<file path="config.mk">
export PLATFORM = sky130hd
export DESIGN_NAME = rbc_bank
export DESIGN_NICKNAME = d
export VERILOG_FILES = /design/src/design/rbc_pkg.sv /design/src/design/rbc_cell.sv /design/src/design/rbc_bank.sv
export SDC_FILE = /design/constraint.sdc
export NUM_CORES = 1
export LEC_CHECK = 0
export BUFFER_PORTS_ARGS = -buffer_cell sky130_fd_sc_hd__buf_4
export CORE_MARGIN = 2
export CORE_UTILIZATION = 45
export CTS_CLUSTER_SIZE = 8
export DETAILED_ROUTE_END_ITERATION = 7
export PLACE_DENSITY = 0.78
export SETUP_SLACK_MARGIN = 0.4
export SLEW_MARGIN = 10
export SYNTH_ARGS = -nofsm -noshare
export SYNTH_HDL_FRONTEND = slang
export SYNTH_HIERARCHICAL = 1
export SYNTH_SLANG_ARGS = --single-unit
</file>
<file path="constraint.sdc">
create_clock -name clk_sys_i -period 1.8 [get_ports clk_sys_i]
set_input_delay 0.09 -clock clk_sys_i [delete_from_list [all_inputs] [get_ports clk_sys_i]]
set_output_delay 0.09 -clock clk_sys_i [all_outputs]
set_load 0.02 [all_outputs]
</file>
<file path="src/design/rbc_pkg.sv">
// package: register bit-cell types, field layout and reset values for the register cell bank
package rbc_pkg;
   // access kinds a single bit cell can be built as
   typedef enum logic [2:0] {
      RBC_RO, RBC_RC, RBC_WO, RBC_W1C, RBC_LL, RBC_LH, RBC_SC, RBC_RSV
   } rbc_kind_t;

   // register word width, as one management word of 16 bits
   localparam int RBC_WORD_W = 16;
   // address width of the local register window
   localparam int RBC_ADDR_W = 8;
   // source port codes for the access arbiter
   localparam logic [1:0] RBC_SRC_MGMT = 2'h0;
   localparam logic [1:0] RBC_SRC_INBAND = 2'h1;
   localparam logic [1:0] RBC_SRC_MIIM = 2'h2;
   // reset value of the write-only control cells and their ctrl_o copy
   localparam logic [15:0] RBC_RESET_VAL = 16'h0000;
   // value driven for write-only and reserved bits on a read
   localparam logic RBC_UNDEF_BIT = 1'b0;
   // base of the phy register window; reads there return zero, with no error flag
   localparam logic [7:0] RBC_PHY_BASE = 8'h80;

   // one register access request from any management source
   typedef struct packed {
      logic valid;
      logic write;
      logic [RBC_ADDR_W-1:0] addr;
      logic [RBC_WORD_W-1:0] wdata;
   } rbc_req_t;

   // one register access answer
   typedef struct packed {
      logic valid;
      logic [RBC_WORD_W-1:0] rdata;
   } rbc_rsp_t;
endpackage

</file>
<file path="src/design/rbc_cell.sv">
// one register bit cell with a configurable access kind
module rbc_cell #(
   parameter rbc_pkg::rbc_kind_t KIND = rbc_pkg::RBC_RO,
   parameter logic RESET_VAL = 1'b0
) (
   input wire logic clk_sys_i,
   input wire logic reset_n_i,
   input wire logic wr_i,
   input wire logic wdata_i,
   input wire logic rd_i,
   input wire logic hw_i,
   output logic value_o,
   output logic rdata_o
);
   logic cell_ff; // stored state of the cell
   logic nxt_cell; // next stored state
   logic latched_ff; // latch engaged, holds captured level

   // latch capture event: status departs from its idle level
   wire logic ll_event = (KIND == rbc_pkg::RBC_LL) && !hw_i;
   wire logic lh_event = (KIND == rbc_pkg::RBC_LH) && hw_i;

   // next state per kind
   always_comb begin
      nxt_cell = cell_ff;
      case (KIND)
         rbc_pkg::RBC_RO: nxt_cell = hw_i;
         rbc_pkg::RBC_RC: begin
            // set wins over the read clear; writes ignored
            if (hw_i) nxt_cell = 1'b1;
            else if (rd_i) nxt_cell = 1'b0;
         end
         rbc_pkg::RBC_WO: if (wr_i) nxt_cell = wdata_i;
         rbc_pkg::RBC_W1C: begin
            if (hw_i) nxt_cell = 1'b1;
            else if (wr_i && wdata_i) nxt_cell = 1'b0;
         end
         rbc_pkg::RBC_LL: begin
            // hold low while latched, else follow status
            if (ll_event) nxt_cell = 1'b0;
            else if (!latched_ff || rd_i) nxt_cell = hw_i;
         end
         rbc_pkg::RBC_LH: begin
            if (lh_event) nxt_cell = 1'b1;
            else if (!latched_ff || rd_i) nxt_cell = hw_i;
         end
         rbc_pkg::RBC_SC: begin
            // a one write sets for one cycle; a zero write is ignored
            if (wr_i && wdata_i) nxt_cell = 1'b1;
            else nxt_cell = 1'b0;
         end
         default: nxt_cell = 1'b0;
      endcase
   end

   // state and latch flops; latch kinds ignore writes (read-only)
   always_ff @(posedge clk_sys_i or negedge reset_n_i) begin
      if (!reset_n_i) begin
         cell_ff <= RESET_VAL;
         latched_ff <= 1'b0;
      end else begin
         cell_ff <= nxt_cell;
         // new event wins over the releasing read
         if (ll_event || lh_event) latched_ff <= 1'b1;
         else if (rd_i) latched_ff <= 1'b0;
      end
   end

   assign value_o = cell_ff;
   // write-only and reserved cells give undefined (zero) data
   assign rdata_o = (KIND == rbc_pkg::RBC_WO || KIND == rbc_pkg::RBC_RSV) ?
                    rbc_pkg::RBC_UNDEF_BIT : cell_ff;
endmodule

</file>
<file path="src/design/rbc_bank.sv">
// register bank built from bit cells, shared by management, in-band and miim access
// What this block does
// - read-only bits ignore every write
// - read-to-clear bits clear after read, ignore writes
// - write-only bits store writes, read undefined
// - writing one clears, writing zero keeps
// - latch-low holds low until host reads
// - latch-high holds high until host reads
// - read releases latch; bit follows status again
// - latching applies only to read-only status bits
// - self-clearing bits return to zero themselves
// - all registers reachable from management and in-band
// - phy registers reachable over miim
module rbc_bank #(
   parameter int NREG = 4
) (
   input wire logic clk_sys_i,
   input wire logic reset_n_i,
   input wire rbc_pkg::rbc_req_t mgmt_req_i,
   input wire rbc_pkg::rbc_req_t inband_req_i,
   input wire rbc_pkg::rbc_req_t miim_req_i,
   input wire logic [15:0] status_i,
   input wire logic [15:0] event_i,
   output rbc_pkg::rbc_rsp_t mgmt_rsp_o,
   output rbc_pkg::rbc_rsp_t inband_rsp_o,
   output rbc_pkg::rbc_rsp_t miim_rsp_o,
   output logic [15:0] ctrl_o,
   output logic [15:0] cmd_o
);
   // register layout, by index:
   // 0 control  : bits 15:0 write-only control
   // 1 command  : bits 15:0 self-clearing
   // 2 status   : 7:0 latch-high, 15:8 latch-low, of status_i
   // 3 events   : 7:0 read-to-clear, 15:8 write-one-clear, of event_i
   // others (and phy window from RBC_PHY_BASE) read zero, write ignored
   localparam logic [7:0] IDX_CTRL = 8'h00;
   localparam logic [7:0] IDX_CMD = 8'h01;
   localparam logic [7:0] IDX_STAT = 8'h02;
   localparam logic [7:0] IDX_EVT = 8'h03;

   // synchronised status and event inputs, from outside the domain
   logic [15:0] stat_s1_ff, stat_s2_ff;
   logic [15:0] evt_s1_ff, evt_s2_ff;

   // two-flop synchronisers; first stage only feeds second
   always_ff @(posedge clk_sys_i or negedge reset_n_i) begin
      if (!reset_n_i) begin
         stat_s1_ff <= 16'h0000;
         stat_s2_ff <= 16'h0000;
         evt_s1_ff <= 16'h0000;
         evt_s2_ff <= 16'h0000;
      end else begin
         stat_s1_ff <= status_i;
         stat_s2_ff <= stat_s1_ff;
         evt_s1_ff <= event_i;
         evt_s2_ff <= evt_s1_ff;
      end
   end

   // fixed priority grant; management first, in-band, then miim
   function automatic logic [1:0] pick_src(input logic m, input logic b);
      if (m) return rbc_pkg::RBC_SRC_MGMT;
      else if (b) return rbc_pkg::RBC_SRC_INBAND;
      else return rbc_pkg::RBC_SRC_MIIM;
   endfunction

   // address match helper, used by every register strobe
   function automatic logic hit(input rbc_pkg::rbc_req_t r, input logic [7:0] idx);
      return r.valid && (r.addr == idx);
   endfunction

   // one access per cycle; others wait (requester offers again)
   wire logic [1:0] src = pick_src(mgmt_req_i.valid, inband_req_i.valid);
   wire rbc_pkg::rbc_req_t req = (src == rbc_pkg::RBC_SRC_MGMT) ? mgmt_req_i :
                                 (src == rbc_pkg::RBC_SRC_INBAND) ? inband_req_i :
                                 miim_req_i;
   // miim reaches only the phy window and the status register
   wire logic miim_ok = (src != rbc_pkg::RBC_SRC_MIIM) || (req.addr >= rbc_pkg::RBC_PHY_BASE)
                        || (req.addr == IDX_STAT);
   wire logic acc = req.valid && miim_ok;
   wire logic rd_any = acc && !req.write;
   wire logic wr_any = acc && req.write;
   wire rbc_pkg::rbc_req_t acc_req = '{valid: acc, write: req.write, addr: req.addr,
                                       wdata: req.wdata};

   // per-register strobes
   wire logic wr_ctrl = wr_any && hit(acc_req, IDX_CTRL);
   wire logic wr_cmd = wr_any && hit(acc_req, IDX_CMD);
   wire logic wr_evt = wr_any && hit(acc_req, IDX_EVT);
   wire logic rd_stat = rd_any && hit(acc_req, IDX_STAT);
   wire logic rd_evt = rd_any && hit(acc_req, IDX_EVT);

   wire logic [15:0] ctrl_v, ctrl_r, cmd_v, cmd_r, stat_v, stat_r, evt_v, evt_r;

   // cell arrays for each register
   for (genvar i = 0; i < 16; i++) begin : g_cells
      rbc_cell #(.KIND(rbc_pkg::RBC_WO), .RESET_VAL(rbc_pkg::RBC_RESET_VAL[i])) u_ctrl (
         .clk_sys_i(clk_sys_i), .reset_n_i(reset_n_i), .wr_i(wr_ctrl),
         .wdata_i(req.wdata[i]), .rd_i(1'b0), .hw_i(1'b0),
         .value_o(ctrl_v[i]), .rdata_o(ctrl_r[i]));
      rbc_cell #(.KIND(rbc_pkg::RBC_SC), .RESET_VAL(1'b0)) u_cmd (
         .clk_sys_i(clk_sys_i), .reset_n_i(reset_n_i), .wr_i(wr_cmd),
         .wdata_i(req.wdata[i]), .rd_i(1'b0), .hw_i(1'b0),
         .value_o(cmd_v[i]), .rdata_o(cmd_r[i]));
      // latch kinds only on read-only status; write strobe tied off
      rbc_cell #(.KIND(i < 8 ? rbc_pkg::RBC_LH : rbc_pkg::RBC_LL), .RESET_VAL(1'b0)) u_stat (
         .clk_sys_i(clk_sys_i), .reset_n_i(reset_n_i), .wr_i(1'b0),
         .wdata_i(1'b0), .rd_i(rd_stat), .hw_i(stat_s2_ff[i]),
         .value_o(stat_v[i]), .rdata_o(stat_r[i]));
      rbc_cell #(.KIND(i < 8 ? rbc_pkg::RBC_RC : rbc_pkg::RBC_W1C), .RESET_VAL(1'b0)) u_evt (
         .clk_sys_i(clk_sys_i), .reset_n_i(reset_n_i), .wr_i(wr_evt),
         .wdata_i(req.wdata[i]), .rd_i(rd_evt), .hw_i(evt_s2_ff[i]),
         .value_o(evt_v[i]), .rdata_o(evt_r[i]));
   end

   // read data mux; unmapped and reserved read zero
   wire logic [15:0] rd_mux = (req.addr == IDX_CTRL) ? ctrl_r :
                              (req.addr == IDX_CMD) ? cmd_r :
                              (req.addr == IDX_STAT) ? stat_r :
                              (req.addr == IDX_EVT) ? evt_r : 16'h0000;

   // answer registers, one per source
   rbc_pkg::rbc_rsp_t mgmt_rsp_ff, inband_rsp_ff, miim_rsp_ff;
   logic [15:0] ctrl_ff, cmd_ff;

   // answer one cycle after the access is taken
   always_ff @(posedge clk_sys_i or negedge reset_n_i) begin
      if (!reset_n_i) begin
         mgmt_rsp_ff <= '0;
         inband_rsp_ff <= '0;
         miim_rsp_ff <= '0;
      end else begin
         mgmt_rsp_ff <= '{valid: req.valid && src == rbc_pkg::RBC_SRC_MGMT,
                          rdata: rd_any ? rd_mux : 16'h0000};
         inband_rsp_ff <= '{valid: req.valid && src == rbc_pkg::RBC_SRC_INBAND,
                            rdata: rd_any ? rd_mux : 16'h0000};
         // refused miim access still answers, with zero data
         miim_rsp_ff <= '{valid: req.valid && src == rbc_pkg::RBC_SRC_MIIM,
                          rdata: rd_any ? rd_mux : 16'h0000};
      end
   end

   // outward control copies, straight from flops
   always_ff @(posedge clk_sys_i or negedge reset_n_i) begin
      if (!reset_n_i) begin
         ctrl_ff <= rbc_pkg::RBC_RESET_VAL;
         cmd_ff <= 16'h0000;
      end else begin
         ctrl_ff <= ctrl_v;
         cmd_ff <= cmd_v;
      end
   end

   assign mgmt_rsp_o = mgmt_rsp_ff;
   assign inband_rsp_o = inband_rsp_ff;
   assign miim_rsp_o = miim_rsp_ff;
   assign ctrl_o = ctrl_ff;
   assign cmd_o = cmd_ff;
endmodule

</file>
==> out/results.ini <==
[run_status]
status=completed

[cts]
cts_buffer_depth=2
clock_latency_ns=0.43
cts-root-buf=clkbuf_16
cts.htree.levels=4
cts_buffers=17
clk_pin_slew_worst_paths_ns=0.07
cts_tree=done
cts.sinks=195

[drt]
firstDrtPassIters=5
drt-vias-per-instance=5.005
drt_iter0_drc=356
drcViolationCount=0
routed_wl_um=17610
postRouteAntennaNets=0
detailroute.via_count=5015
wire_per_inst_um=17.57

[finish]
filler_cell_count=1226
seq_area_mm2=0.004880
syn2layout_area_growth_pct=33.99
largest_reg_flops=17
post-route-cell-area_mm2=0.01014
multiInputGateArea_mm2=0.002137
num_antenna_cells=0
layout.cells.non_filler=1002
drive_gt1_frac=0.3887
fin_nets=881

[global_routing]
grt_max_degree=48
grt_pass1_vias=5340
overflow=0
grt_pass1_wl_um=27460
grt_use_total=0.2003
grt_antenna_before_repair=0

[placed_design]
place.gp.congestion=0.7905
dpl_worst_slack_ns=-0.08174
dpl_cell_area_mm2=0.009049
place_inst=934
port_buffers=194
dp_hpwl_um=12570

[power]
power_mw=9.420
power_switching_mw=2.052
clkPwrFrac=0.429
peakVddDrop_uv=840.1
pwr-share-seq=0.483
combPwrFrac=0.089
internal_power_mw=7.368
p_leak_nw=4.728
p_sw_frac=0.2178
pwr_density_cell_mw_per_mm2=928.6

[sta]
rsz0062_at_grt=yes
final-hold-violation-count=0
finalCritPeriodShare=0.7793
relSlewSlack=0.5408
worst_slack_ns=0.3972
period_minus_slack_ns=1.403
clock_skew_ns=0.005632
fmax_mhz=712.9
slew_viol_final=0
hold_slack_ns=0.01855
setup_violations=0
worstMarginPinSlew_ns=0.6816

[setup_path]
cp_common_cell=buf_4
critPathRequiredTime_ns=2.17
critPathLaunchType=primary input
crit_slowest_cell=or3_4
crit_arrival_ns=1.77
crit_family=simple AND/OR/NAND/NOR gates
cp_cell_sequence=buf_4, inv_2, or3_4, a32o_2, nor4_4, buf_4, clkbuf_16, nand2b_4, o21a_1
cp_num_buf_inv=4
critPathMaxStageDelay_ns=0.38
end_kind=register
cp_max_fo=8
critical_path_class=in2reg

[die]
die_h_um=133.7
io_pins=195
die_w_um=133.7
core-area_mm2=0.01652
dieArea_mm2=0.01788
std_cell_rows=47
start_util=0.4582

[job]
cap_violations=0

[logic_synthesis]
synth.avg_cell_area_um2=13.05
syn_area_mm2=0.007571
synthesis.nets=692
syn_inst=580
yosys_warnings=6

[worst_hold_path]
worstHoldPathType=in2reg

power groups by stage:
stage,sequential [mW],clock (mW),combinational [mW]
3_5_place_dp,4.63,0,0.753
4_1_cts,4.55,4.10,0.821
5_1_grt,4.55,4.29,0.904
3_3_place_gp,4.62,0,0.730
6_report,4.55,4.04,0.836
2_1_floorplan,4.63,0,0.333
layout make-up:
type | count | share of cell area
sequential | 195 | 0.4810
timing repair buffer | 259 | 0.2121
multi-input combinational | 279 | 0.2107
clock buffer | 18 | 0.04230
tap | 220 | 0.02713
clock inverter | 14 | 0.02047
inverter | 17 | 0.006290
routing by layer:
metal | up-vias | track usage | wire [um]
li1 | 2275 | - | -
met1 | 2463 | 0.2255 | 6559
met2 | 225 | 0.3524 | 9298
met3 | 52 | 0.05403 | 1112
met4 | 0 | 0.09634 | 638
met5 | - | 0 | 0
path summary, 6_finish.rpt:
kind	from	to	slack, ns	cells past startpoint
setup reg to reg	g_cells[0].u_evt/rdata_o$_DFFE_PN0P_	miim_rsp_o[0]$_DFF_PN0_	0.51	4
hold reg to reg	stat_s1_ff[3]$_DFF_PN0_	stat_s2_ff[3]$_DFF_PN0_	0.34	0
min in group asynchronous	reset_n_i	stat_s1_ff[9]$_DFF_PN0_	0.15	2
hold / removal	mgmt_req_i[25]	inband_rsp_o[16]$_DFF_PN0_	0.02	3
max in group asynchronous	reset_n_i	g_cells[15].u_stat/latched_ff$_DFFE_PN0P_	1.04	3
setup / recovery	mgmt_req_i[25]	g_cells[14].u_stat/rdata_o$_DFFE_PN0P_	0.40	9
worst reg2reg max path, delay by kind of cell, from the launching register on:
family | cells | cell delay, ns
compound gates | 1 | 0.44
flops | 1 | 0.37
simple gates | 2 | 0.23
buf+inv | 1 | 0.15
stage by stage:
step | TNS, ns | utilization
3_5_place_dp | -1.584 | 0.5476
2_1_floorplan | -6.810 | -
5_1_grt | 0 | 0.6139
3_3_place_gp | -1.274 | 0.5476
6_report | 0 | 0.6139
4_1_cts | 0 | 0.6076
layout by cell type, fill, tap and decap left out, types with 2 or more instances in the layout:
master and instances:
a21o_1 25, a221oi_1 31, a31o_1 8, and2_1 49, buf_12 7, buf_4 213, buf_6 3, bufinv_16 5
clkbuf_16 18, clkinv_2 5, clkinvlp_4 2, conb_1 16, dfrtp_1 195, dlygate4sd3_1 34, inv_1 16, inv_6 2
mux2_4 16, mux2i_1 18, nand2_1 41, nand2b_4 8, nor3_2 2, nor4_1 14, nor4_2 4, nor4_4 3
o21a_1 9, o21ai_0 17, o21ai_2 2
timing repair:
item,in CTS,in global routing
gates cloned,0,1
pin swaps,2,3
hold buffers,34,0
hold endpoints to repair,207,0
setup endpoints to repair,20,64
gates resized for setup,4,13
buffers inserted,0,1
Note: power is estimated with default switching activity, not from simulation.
